==> src/sio_defines.svh <==
`ifndef SIO_DEFINES_SVH
`define SIO_DEFINES_SVH

// ****************************************
// register offsets (byte addresses)
// ****************************************
`define SIO_OFF_WAKE       8'h00
`define SIO_OFF_FAIL       8'h04
`define SIO_OFF_SUPPLY     8'h08
`define SIO_OFF_MASK       8'h0C
`define SIO_OFF_STATUS     8'h10
`define SIO_OFF_READ_CMD   8'h14
`define SIO_OFF_MODE       8'h18

// ****************************************
// field positions and codes
// ****************************************
`define SIO_SUMMARY_BIT    3
`define SIO_RD_ONLY_CODE   3'h7
`define SIO_RD_REG_WAKE    3'h0
`define SIO_RD_REG_FAIL    3'h1
`define SIO_RD_REG_SUPPLY  3'h2
`define SIO_NSRC           14
`define SIO_MASK_RESET     14'h3FFF

// ****************************************
// timing
// ****************************************
`define SIO_CLK_MHZ        125
`define SIO_MIN_PULSE_US   10
`define SIO_TIMEOUT_US     5400
`define SIO_MIN_PULSE_CYC  (`SIO_MIN_PULSE_US * `SIO_CLK_MHZ)
`define SIO_TIMEOUT_CYC    (`SIO_TIMEOUT_US * `SIO_CLK_MHZ)

`endif

==> src/sio_pkg.sv <==
package sio_pkg;

    // ****************************************
    // chip operating modes
    // ****************************************
    typedef enum logic [2:0]
    {
        SIO_MODE_INIT    = 3'h0,
        SIO_MODE_NORMAL  = 3'h1,
        SIO_MODE_STOP    = 3'h2,
        SIO_MODE_SLEEP   = 3'h3,
        SIO_MODE_RESTART = 3'h4,
        SIO_MODE_FAILSAFE= 3'h5,
        SIO_MODE_SWDEV   = 3'h6,
        SIO_MODE_FLASH   = 3'h7
    } sio_mode_t;

    // interrupt line sequencer
    typedef enum logic [1:0] {SIO_IDLE, SIO_LOW, SIO_GAP} sio_line_t;

endpackage : sio_pkg

==> src/sio_flag.sv <==
`include "sio_defines.svh"

// one source flag: event latch, optional state follow and clear hold
module sio_flag
(
    input  wire logic core_clk,
    input  wire logic sys_rst,
    input  wire logic event_in,
    input  wire logic state_in,
    input  wire logic follow_state,
    input  wire logic hold_in,
    input  wire logic clear_in,
    output logic      flag_q
);

    logic flag_d;
    logic follow_q;
    logic follow_d;

    // ****************************************
    // flag update
    // ****************************************
    // after a read a state flag tracks its condition until the next event
    always_comb
    begin
        flag_d   = follow_q ? state_in : flag_q;
        follow_d = follow_q;
        if (clear_in && !hold_in)
        begin
            flag_d   = follow_state ? state_in : 1'b0;
            follow_d = follow_state;
        end
        if (event_in)
        begin
            flag_d   = 1'b1;                            // set wins over clear
            follow_d = 1'b0;                            // latch until next read
        end
    end

    // tracking mode, entered on a read of a state flag
    always_ff @(posedge core_clk)
    begin
        if (sys_rst)
        begin
            follow_q <= 1'b0;
        end
        else
        begin
            follow_q <= follow_d;
        end
    end

    always_ff @(posedge core_clk)
    begin
        if (sys_rst)
        begin
            flag_q <= 1'b0;
        end
        else
        begin
            flag_q <= flag_d;
        end
    end

endmodule : sio_flag

==> src/sio_int_ctrl.sv <==
// The Avalon-MM interface to the registers and the register addresses were chosen for this implementation.
`include "sio_defines.svh"

module sio_int_ctrl
(
    input  wire logic        core_clk,
    input  wire logic        sys_rst,
    // avalon-mm slave
    input  wire logic [7:0]  avs_address,
    input  wire logic        avs_read,
    input  wire logic        avs_write,
    input  wire logic [31:0] avs_writedata,
    output logic [31:0]      avs_readdata,
    output logic             avs_waitrequest,
    // chip state
    input  wire logic [2:0]  chip_mode,
    input  wire logic        reset_output_pin,
    // event sources
    input  wire logic        temp_prewarn_evt,
    input  wire logic        reg2_overtemp_evt,
    input  wire logic        can_overtemp_evt,
    input  wire logic        can_fail_evt,
    input  wire logic        reg3_overcur_evt,
    input  wire logic        spi_fail_evt,
    input  wire logic        reset_evt,
    input  wire logic        bad_watchdog_evt,
    input  wire logic        bus_wake_evt,
    input  wire logic        pin_wake_evt,
    input  wire logic        periodic_wake_evt,
    // present conditions
    input  wire logic        temp_prewarn_state,
    input  wire logic        reg2_overtemp_state,
    input  wire logic        can_overtemp_state,
    input  wire logic        can_fail_state,
    input  wire logic        reg3_overcur_state,
    input  wire logic        reg2_undervolt,
    input  wire logic        reg3_undervolt,
    input  wire logic        reg2_on,
    input  wire logic        reg3_on,
    input  wire logic        reg2_switch_on_cmd,
    input  wire logic        reg3_switch_on_cmd,
    // interrupt pin (open drain)
    input  wire logic        int_pin_in,
    output logic             int_pin_out,
    output logic             int_pin_oe,
    output logic             config_24_q
);

    // ****************************************
    // source index map
    // ****************************************
    localparam int W_BUS = 0, W_PIN = 1, W_CYC = 2;
    localparam int F_OTP = 3, F_OT2 = 4, F_OTC = 5, F_CAN = 6, F_SPI = 7;
    localparam int F_RST = 8, F_WD = 9;
    localparam int S_UV2 = 10, S_UV3 = 11, S_OC3 = 12, S_SPARE = 13;
    localparam int CNT_W = 20;
    localparam logic [CNT_W-1:0] PULSE_CYC = CNT_W'(`SIO_MIN_PULSE_CYC);

    parameter int TIMEOUT_CYC = `SIO_TIMEOUT_CYC;
    localparam logic [CNT_W-1:0] TMO_CYC = CNT_W'(TIMEOUT_CYC);

    logic [`SIO_NSRC-1:0] mask_q;
    logic [`SIO_NSRC-1:0] flags;
    logic [`SIO_NSRC-1:0] evt;
    logic [`SIO_NSRC-1:0] state_v;
    logic [`SIO_NSRC-1:0] follow;
    logic [`SIO_NSRC-1:0] hold;
    logic [`SIO_NSRC-1:0] clr;
    logic                 uv2_q;
    logic                 uv3_q;
    logic                 mode_prev_restart_q;
    logic                 active;
    logic                 rd_cmd;
    logic [2:0]           rd_reg;
    logic                 release_rd;
    logic                 pending_q;
    logic                 raise;
    logic [CNT_W-1:0]     cnt_q;
    logic                 summary;
    sio_pkg::sio_line_t   line_q;

    // ****************************************
    // operating mode gating
    // ****************************************
    assign active = (chip_mode == 3'(sio_pkg::SIO_MODE_NORMAL))
                 || (chip_mode == 3'(sio_pkg::SIO_MODE_STOP));

    // ****************************************
    // read-only command decode
    // ****************************************
    assign rd_cmd     = avs_write && !avs_waitrequest && (avs_address == `SIO_OFF_READ_CMD)
                     && (avs_writedata[5:3] == `SIO_RD_ONLY_CODE);
    assign rd_reg     = avs_writedata[2:0];
    assign release_rd = rd_cmd && (rd_reg == `SIO_RD_REG_WAKE);

    // undervoltage edge history, switch-off suppresses
    always_ff @(posedge core_clk)
    begin
        if (sys_rst)
        begin
            uv2_q <= 1'b0;
            uv3_q <= 1'b0;
        end
        else
        begin
            uv2_q <= reg2_undervolt;
            uv3_q <= reg3_undervolt;
        end
    end

    // ****************************************
    // per-source event, state and clear vectors
    // ****************************************
    always_comb
    begin
        evt     = '0;
        state_v = '0;
        follow  = '0;
        hold    = '0;
        clr     = '0;
        evt[W_BUS] = bus_wake_evt;
        evt[W_PIN] = pin_wake_evt;
        evt[W_CYC] = periodic_wake_evt;
        evt[F_OTP] = temp_prewarn_evt;
        evt[F_OT2] = reg2_overtemp_evt;
        evt[F_OTC] = can_overtemp_evt;
        evt[F_CAN] = can_fail_evt;
        evt[F_SPI] = spi_fail_evt;
        evt[F_RST] = reset_evt && (chip_mode == 3'(sio_pkg::SIO_MODE_SWDEV));
        evt[F_WD]  = bad_watchdog_evt;
        // both edges while regulator is on; switch-on command sets flag
        evt[S_UV2] = (reg2_on && (reg2_undervolt != uv2_q)) || reg2_switch_on_cmd;
        evt[S_UV3] = (reg3_on && (reg3_undervolt != uv3_q)) || reg3_switch_on_cmd;
        evt[S_OC3] = reg3_overcur_evt;
        state_v[F_OTP] = temp_prewarn_state;
        state_v[F_OT2] = reg2_overtemp_state;
        state_v[F_OTC] = can_overtemp_state;
        state_v[F_CAN] = can_fail_state;
        state_v[S_UV2] = reg2_on && reg2_undervolt;
        state_v[S_UV3] = reg3_on && reg3_undervolt;
        state_v[S_OC3] = reg3_overcur_state;
        follow[F_OTP] = 1'b1;
        follow[F_OT2] = 1'b1;
        follow[F_OTC] = 1'b1;
        follow[F_CAN] = 1'b1;
        follow[S_UV2] = 1'b1;
        follow[S_UV3] = 1'b1;
        follow[S_OC3] = 1'b1;
        hold[S_UV2] = reg2_on && reg2_undervolt;
        hold[S_UV3] = reg3_on && reg3_undervolt;
        if (rd_cmd)
        begin
            unique case (rd_reg)
                `SIO_RD_REG_WAKE:   clr[W_CYC:W_BUS] = '1;
                `SIO_RD_REG_FAIL:   clr[F_WD:F_OTP]  = '1;
                `SIO_RD_REG_SUPPLY: clr[S_SPARE:S_UV2] = '1;
                default:            clr = '0;
            endcase
        end
    end

    // ****************************************
    // flag storage
    // ****************************************
    genvar gi;
    generate
        for (gi = 0; gi < `SIO_NSRC; gi++)
        begin : g_flag
            sio_flag u_flag
            (
                .core_clk     (core_clk),
                .sys_rst      (sys_rst),
                .event_in     (evt[gi]),
                .state_in     (state_v[gi]),
                .follow_state (follow[gi]),
                .hold_in      (hold[gi]),
                .clear_in     (clr[gi]),
                .flag_q       (flags[gi])
            );
        end
    endgenerate

    // summary follows the non-wake registers
    assign summary = |flags[S_SPARE:F_OTP];

    // ****************************************
    // mask register, all enabled after restart
    // ****************************************
    always_ff @(posedge core_clk)
    begin
        if (sys_rst)
        begin
            mask_q              <= `SIO_MASK_RESET;
            mode_prev_restart_q <= 1'b0;
        end
        else
        begin
            mode_prev_restart_q <= (chip_mode == 3'(sio_pkg::SIO_MODE_RESTART));
            if (mode_prev_restart_q
                && (chip_mode != 3'(sio_pkg::SIO_MODE_RESTART)))
            begin
                mask_q <= `SIO_MASK_RESET;
            end
            else if (avs_write && !avs_waitrequest && (avs_address == `SIO_OFF_MASK))
            begin
                mask_q <= avs_writedata[`SIO_NSRC-1:0];
            end
        end
    end

    // any enabled event, gated by mode
    assign raise = active && |(evt & mask_q);

    // ****************************************
    // interrupt line sequencer
    // ****************************************
    always_ff @(posedge core_clk)
    begin
        if (sys_rst)
        begin
            line_q    <= sio_pkg::SIO_IDLE;
            cnt_q     <= '0;
            pending_q <= 1'b0;
        end
        else if (!active)
        begin
            line_q    <= sio_pkg::SIO_IDLE;
            cnt_q     <= '0;
            pending_q <= 1'b0;
        end
        else
        begin
            unique case (line_q)
                sio_pkg::SIO_IDLE:
                begin
                    if (raise || pending_q)
                    begin
                        line_q    <= sio_pkg::SIO_LOW;
                        cnt_q     <= '0;
                        pending_q <= 1'b0;
                    end
                end
                sio_pkg::SIO_LOW:
                begin
                    cnt_q <= cnt_q + CNT_W'(1);
                    // further events merge into this low period
                    if ((release_rd && (cnt_q >= PULSE_CYC - CNT_W'(1)))
                        || (cnt_q >= TMO_CYC - CNT_W'(1)))
                    begin
                        line_q <= sio_pkg::SIO_GAP;
                        cnt_q  <= '0;
                    end
                    else if (release_rd)
                    begin
                        pending_q <= 1'b0;
                    end
                end
                sio_pkg::SIO_GAP:
                begin
                    cnt_q <= cnt_q + CNT_W'(1);
                    if (raise)
                    begin
                        pending_q <= 1'b1;
                    end
                    if (cnt_q >= TMO_CYC - CNT_W'(1))
                    begin
                        line_q <= sio_pkg::SIO_IDLE;
                        cnt_q  <= '0;
                    end
                end
            endcase
        end
    end

    // ****************************************
    // pin drive and configuration strap
    // ****************************************
    always_ff @(posedge core_clk)
    begin
        if (sys_rst)
        begin
            int_pin_out <= 1'b1;
            int_pin_oe  <= 1'b1;
        end
        else
        begin
            int_pin_out <= 1'b0;
            int_pin_oe  <= !(active && (line_q == sio_pkg::SIO_LOW));
        end
    end

    always_ff @(posedge core_clk)
    begin
        if (sys_rst)
        begin
            config_24_q <= 1'b0;
        end
        else if ((chip_mode == 3'(sio_pkg::SIO_MODE_INIT)) && !reset_output_pin)
        begin
            config_24_q <= int_pin_in;
        end
    end

    // ****************************************
    // avalon slave: one wait state per access
    // ****************************************
    always_ff @(posedge core_clk)
    begin
        if (sys_rst)
        begin
            avs_waitrequest <= 1'b1;
        end
        else
        begin
            avs_waitrequest <= !((avs_read || avs_write) && avs_waitrequest);
        end
    end

    always_ff @(posedge core_clk)
    begin
        if (sys_rst)
        begin
            avs_readdata <= 32'h0000_0000;
        end
        else if (avs_read && avs_waitrequest)
        begin
            unique case (avs_address)
                `SIO_OFF_WAKE:
                    avs_readdata <= {28'h0, summary, flags[W_CYC:W_BUS]};
                `SIO_OFF_FAIL:   avs_readdata <= {25'h0, flags[F_WD:F_OTP]};
                `SIO_OFF_SUPPLY: avs_readdata <= {28'h0, flags[S_SPARE:S_UV2]};
                `SIO_OFF_MASK:   avs_readdata <= {18'h0, mask_q};
                `SIO_OFF_STATUS:
                    avs_readdata <= {28'h0, pending_q, config_24_q, line_q};
                `SIO_OFF_MODE:   avs_readdata <= {29'h0, chip_mode};
                default:         avs_readdata <= 32'h0000_0000;
            endcase
        end
    end

endmodule : sio_int_ctrl

==> config.mk <==
export PLATFORM = sky130hd
export DESIGN_NAME = sio_int_ctrl
export DESIGN_NICKNAME = d
export VERILOG_FILES = /design/src/sio_pkg.sv /design/src/sio_flag.sv /design/src/sio_int_ctrl.sv
export VERILOG_INCLUDE_DIRS = /design/src /design/src/src
export SDC_FILE = /design/constraint.sdc
export NUM_CORES = 1
export LEC_CHECK = 0
export ABC_AREA = 1
export BUFFER_PORTS_ARGS = -buffer_cell sky130_fd_sc_hd__buf_2
export CAP_MARGIN = 10
export CORE_ASPECT_RATIO = 0.5
export CORE_MARGIN = 2
export CORE_UTILIZATION = 50
export CTS_CLUSTER_SIZE = 28
export DETAILED_ROUTE_END_ITERATION = 10
export GPL_TIMING_DRIVEN = 0
export PLACE_DENSITY = 0.75
export SLEW_MARGIN = 25
export SYNTH_ARGS = -nofsm -noshare
export SYNTH_HDL_FRONTEND = slang
export SYNTH_SLANG_ARGS = --single-unit
==> constraint.sdc <==
create_clock -name core_clk -period 4 [get_ports core_clk]
set_clock_uncertainty 0.2 [all_clocks]
set_input_delay 0.8 -clock core_clk [delete_from_list [all_inputs] [get_ports core_clk]]
set_output_delay 0.8 -clock core_clk [all_outputs]
set_load 0.01 [all_outputs]
# Word level (Yosys, flattened, before mapping)

Cells that the tools add are included.

Logic and storage cells: 174
Output and inout port bits: 36
Bits of input ports: 71
Register bits: 96

Bitwise operators: 2
Add/sub/neg operators: 1
Mux-type cells: 52
Equality and inequality tests: 24
Magnitude comparators: 2
Reductions and logical operators: 61

Operator list:

| kind                                                                | count |
|---|---|
| one-hot mux 14 bit (6 select lines)                                 | 1 |
| 2-to-1 mux 20 bit                                                   | 3 |
| one-hot mux 20 bit (3 select lines)                                 | 1 |
| 2-to-1 mux 1 bit                                                    | 38 |
| == test 8 x 5 -> 1 bit, second input constant                       | 3 |
| nonzero test 3 bit                                                  | 7 |
| adder 20 x 1 -> 20 bit, second input constant                       | 1 |
| greater-or-equal comparator 20 x 11 -> 1 bit, second input constant | 1 |
| greater-or-equal comparator 20 bit, second input constant           | 1 |
| logical AND 1 bit                                                   | 19 |
| OR reduction 2 bit                                                  | 9 |
| == test 8 x 4 -> 1 bit, second input constant                       | 2 |
| AND 13 x 14 -> 14 bit                                               | 1 |
| OR reduction 14 bit                                                 | 1 |
| 2-to-1 mux 13 bit                                                   | 1 |
| inequality test 2 bit, second input constant                        | 6 |
| nonzero test 2 bit                                                  | 6 |
| OR reduction 10 bit                                                 | 1 |
| == test 3 bit, second input constant                                | 3 |
| == test 8 x 3 -> 1 bit, second input constant                       | 1 |
| logical NOT 8 bit                                                   | 1 |
| 2-to-1 mux 7 bit                                                    | 1 |
| == test 3 x 1 -> 1 bit, second input constant                       | 2 |
| == test 3 x 2 -> 1 bit, second input constant                       | 2 |
| other kinds (15)                                                    | 30 |

# Logic depth before layout (Yosys ltp)

Word-level depth: 9
Depth in mapped cells: 14
Mapped depth without buffers: 14

# Cells and area by module

From an unflattened synthesis, not the netlist that was laid out.

Cell total of the unflattened synthesis: 759
Area, all modules: 5191.2 um^2

Modules (own cells, without submodules):

| module       | cells an instance | sequential area each (um^2) | area each (um^2) | times used |
|---|---|---|---|---|
| sio_int_ctrl | 549               | 1161.1                      | 3439.5           | 1 |
| sio_flag     | 15                | 40.0                        | 125.1            | 14 |

# Worst setup path after synthesis

Ideal clock, no wire load.

Path kind: input to register
Start point: in avs_address[1]
End point: reg cnt_q[11]
Library setup time: 0.118 ns
Required time: 3.682 ns
Arrival: 1.926 ns
Buffers on the path: 1
Slack: 1.756 ns
Stages on the path: 11
Path through: nor2_2 nand2_2 nor2_2 nand4_1 nor2_1 nand2_2 nand3_4 nand3_4 nand2_4 buf_12 nor2_4

Word-level cells in the longest chain between the ends: 8

Ends and longest elaborated chain:

| item                                | line                | RTL |
|---|---|---|
| start, declared                     | sio_int_ctrl.sv:9   | `input wire logic [7:0] avs_address,` |
| == test 8 x 5 -> 1 bit (no line)    | --                  |  |
| logical AND 1 bit (2 in a row)      | sio_int_ctrl.sv:91  | `` assign rd_cmd = avs_write && !avs_waitrequest && (avs_address == `SIO_OFF_READ_CMD) `` |
| logical AND 1 bit                   | sio_int_ctrl.sv:94  | `` assign release_rd = rd_cmd && (rd_reg == `SIO_RD_REG_WAKE); `` |
| logical AND 1 bit                   | sio_int_ctrl.sv:247 | `if ((release_rd && (cnt_q >= PULSE_CYC - CNT_W'(1)))` |
| logical OR 1 bit                    | sio_int_ctrl.sv:248 | `\|\| (cnt_q >= TMO_CYC - CNT_W'(1)))` |
| 2-to-1 mux 20 bit                   | sio_int_ctrl.sv:247 |  |
| one-hot mux 20 bit (3 select lines) | sio_int_ctrl.sv:233 | `unique case (line_q)` |
| end signal, assigned                | sio_int_ctrl.sv:245 | `cnt_q <= cnt_q + CNT_W'(1);` |
| end signal, assigned                | sio_int_ctrl.sv:260 | `cnt_q <= cnt_q + CNT_W'(1);` |
| end, declared                       | sio_int_ctrl.sv:78  | `logic [CNT_W-1:0] cnt_q;` |

No other way between the ends.
A chain may end at the register's enable or synchronous reset.

# Worst setup path after layout

Start point: in reg3_undervolt
End point: reg cnt_q[16]

Word-level cells in the longest chain between the ends: 8

Ends and longest elaborated chain:

| item                            | line                | RTL |
|---|---|---|
| start, declared                 | sio_int_ctrl.sv:37  | `input wire logic reg3_undervolt,` |
| inequality test 1 bit           | sio_int_ctrl.sv:133 | `evt[S_UV3] = (reg3_on && (reg3_undervolt != uv3_q)) \|\| reg3_switch_on_cmd;` |
| logical AND 1 bit               | sio_int_ctrl.sv:133 |  |
| logical OR 1 bit                | sio_int_ctrl.sv:133 |  |
| AND 13 x 14 -> 14 bit           | sio_int_ctrl.sv:212 | `assign raise = active && \|(evt & mask_q);` |
| OR reduction 14 bit             | sio_int_ctrl.sv:212 |  |
| logical AND 1 bit               | sio_int_ctrl.sv:212 |  |
| logical OR 1 bit                | sio_int_ctrl.sv:236 | `if (raise \|\| pending_q)` |
| inequality test 2 bit (no line) | --                  |  |

No other way between the ends.

==> results.txt <==
maximum fanout along the worst path = 10
DRC errors left = 0
Pint = 1.36 mW
required time of the worst setup path = 4020 ps
Worst setup SP type = input port
post-layout min period = 2350 ps
row count = 23
PwrDens = 365 mW/mm^2
status = finished, final reports clean
vias in the first global route = 3,743
Clk Tree Root Cell = clkbuf_16
Gate power share = 10.7%
RSZ-0062 raised after global routing = false
cell area after placement = 0.00472 sq mm
final non-filler cell area = 0.00502 sq mm
vias per cell = 4.98
FF+latch area = 0.00156 sq mm
clock sinks = 78
Post-Syn Instances = 604
Max rail drop VDD = 0.218 mV
Total Nets Final = 779
Non-Filler Instances = 819
Synth cell types = 38
hold endpoint = avs_waitrequest$_SDFF_PP1_
worst skew pair latency = 340 ps
Hold Fails Final Rpt = 0
largest net degree at the start of global routing = 15
Vias = 4,081
NetSw = 0.471 mW
Fmax achieved = 425 MHz
Chip Height = 68.6 microns
hold path depth = 1
gr ovfl total = 0
RePlAce Congestion = 0.930
Tightest Pin Transition = 611 ps
first-pass GRT wire length = 17.0 mm
Seq/Total Area, Yosys = 37.5%
Clock Tree Buf Depth = 2
post-route setup TNS = 0 ps
WL final = 10.2 mm
Die Wd = 133 microns
Tot Pwr = 1.84 mW
HP Start = avs_waitrequest$_SDFF_PP1_
ANT nets after route = 0
Port Buf Inserts = 70
gr usage total = 23.8%
CTS tree = built
maxcap violations = 0
cell count after placement = 803
initial antenna violation count = 0
proportion of layout cells with a drive suffix above 1 = 19.7%
area of the multi-input gates = 0.00214 sq mm
num ports = 107
Post-Syn Area = 0.00417 sq mm
sw frac = 25.7%
Ys Warns = 0
post-CTS repair timing setup buffer count = 0
CORE AREA = 0.00806 sq mm
WL/cell = 12.5 microns
H-tree depth = 3
Syn Area/Cell = 6.90 sq um
endpoint class of the critical path = flop
# resized after CTS = 0
period utilization = 58.9%
pre-CTS setup slack = 1340 ps
Worst R2R Path Depth = 10
DR iter-0 viols = 269
synthesized flop and latch total = 78
clk slew on worst S/H paths = 60 ps
filler instances = 762
Final Util = 62.3%
Reg2Reg Setup Slack = 1780 ps
die area = 0.00913 sq mm
total CTS buffers = 9
cell leakage power = 2.42 nW
clock group share of total power = 44.9%
WHS = 258 ps
Pins Over Slew Limit = 0
iteration count of the initial detailed-routing pass = 5
initial core utilization = 51.7%
Setup CP Type = input port to flop
HP Class = flop to flop
Setup WS post-layout = 1650 ps
CTS Hold Bufs = 0
P&R area growth vs syn = 20.5%
antenna cells = 0
worst reg2reg path startpoint = cnt_q[0]$_SDFFE_PP0P_
sequential power share = 44.4%
Slew Limit Headroom = 58.9%
critical path data arrival time = 2380 ps
Reg-to-Reg End = cnt_q[16]$_SDFFE_PP0P_
final setup vio count = 0
HPWL Detailed = 7.70 mm
-- sequential cells by signal (all words and copies together) (netlist names) --
| signal | flops |
|---|---|
| uv3_q | 1 |
| mask_q | 14 |
| mode_prev_restart_q | 1 |
| int_pin_oe | 1 |
| avs_waitrequest | 1 |
| line_q | 2 |
| g_flag.u_flag.follow_q | 7 |
| config_24_q | 1 |
| int_pin_out | 1 |
| g_flag.u_flag.flag_q | 13 |
| pending_q | 1 |
| cnt_q | 20 |
| uv2_q | 1 |
| avs_readdata | 14 |
-- cell usage after synthesis, drive strengths merged --
| cell type | count | area, sq um |
|---|---|---|
| nand4 | 13 | 81.3 |
| clkbuf | 7 | 26.3 |
| o21ai | 25 | 125 |
| nor3 | 13 | 70.1 |
| nor2 | 81 | 394 |
| a211oi | 2 | 15.0 |
| a21oi | 33 | 169 |
| a31oi | 1 | 6.26 |
| nor4 | 6 | 37.5 |
| ha | 6 | 75.1 |
| buf | 25 | 189 |
| conb | 1 | 3.75 |
| o21bai | 2 | 15.0 |
| or2 | 3 | 21.3 |
| nor3b | 2 | 20.0 |
| nand3 | 39 | 220 |
| xor2 | 10 | 87.6 |
| a41oi | 2 | 17.5 |
| o211ai | 8 | 60.1 |
| dfxtp | 78 | 1560 |
| a21boi | 2 | 26.3 |
| inv | 83 | 312 |
| and3 | 1 | 6.26 |
| nand2 | 161 | 629 |
-- worst max-delay path by stage --
stage | endpoint | slack [ps] | depth (start not counted) | startpoint
after floorplan | cnt_q[11]$_SDFFE_PP0P_ | 1760 | 11 | avs_address[1]
after global placement | cnt_q[13]$_SDFFE_PP0P_ | 1370 | 12 | reg3_undervolt
after detailed placement | cnt_q[13]$_SDFFE_PP0P_ | 1340 | 12 | reg3_undervolt
after CTS | cnt_q[16]$_SDFFE_PP0P_ | 1680 | 12 | reg3_undervolt
after global routing | cnt_q[16]$_SDFFE_PP0P_ | 1500 | 12 | reg3_undervolt
final | cnt_q[16]$_SDFFE_PP0P_ | 1650 | 12 | reg3_undervolt
-- power by group through the flow --
stage	Clock, mW	Combinational [mW]	Sequential [mW]
after floorplan	0	0.116	0.833
after global placement	0	0.190	0.831
after detailed placement	0	0.193	0.831
after CTS	0.837	0.195	0.814
after global routing	0.875	0.220	0.816
final	0.825	0.196	0.814
-- cells in the final DEF (no fill, tap or decap), types with 2 or more instances in the layout --
cell        instances
nor4_1              6
clkbuf_16           9
nor2_4             11
buf_2              73
inv_1              82
nor3_1             12
nand3_4             2
buf_4              20
nor2_1             67
o211ai_1            8
nor2_2              3
xor2_1             10
dfxtp_1            78
o21ai_0            25
conb_1             18
inv_6               2
a211oi_1            2
nand4_1            13
a21oi_1            32
nand3_1            37
nand2_1           155
ha_1                6
clkinvlp_4          3
clkbuf_1            8
o21bai_1            2
nand2_2             4
or2_2               2
nand2_4             2
a41oi_1             2
-- routing by layer --
metal / vias up / GRT usage, % / routed length [microns] / part of all wire (%)
met1: 1856 / 29.9 / 4630 / 45
met4: 0 / 6.78 / 126 / 1.2
met5: - / 0 / 0 / 0
met2: 132 / 42.0 / 4700 / 46
li1: 2081 / - / - / -
met3: 12 / 6.07 / 763 / 7.5
-- layout make-up --
type | count | share of cell area [%]
clock inverters | 6 | 1.40
flip-flops and latches | 78 | 31.1
clock buffers | 10 | 4.56
plain buffers | 32 | 4.28
multi-input cells | 428 | 42.7
repair buffers | 70 | 6.98
inverters | 83 | 6.20
well taps | 112 | 2.79
-- kinds of logic (layout without fill, tap and decap cells) --
group	Yosys count	in the layout	synth area share, %
AOI/OAI and AO/OA	75	75	10.4
xor gates and xnor gates	10	10	2.10
adders and majority gates	6	6	1.80
DFF	78	78	37.5
other	1	18	0.0899
buffers and inverters	115	201	12.6
and+or+nand+nor	319	319	35.5
-- worst max-delay path, stage by stage --
cell,delay [ps]
buf_2,120
nand2_1,60
nand2_1,40
o21bai_1,270
nand2_1,110
nand3_1,150
nand2_1,120
nand2_4,130
buf_4,210
nand2_1,80
xor2_1,230
nor2_4,40
No activity file was read; power rests on OpenSTA's default activity.
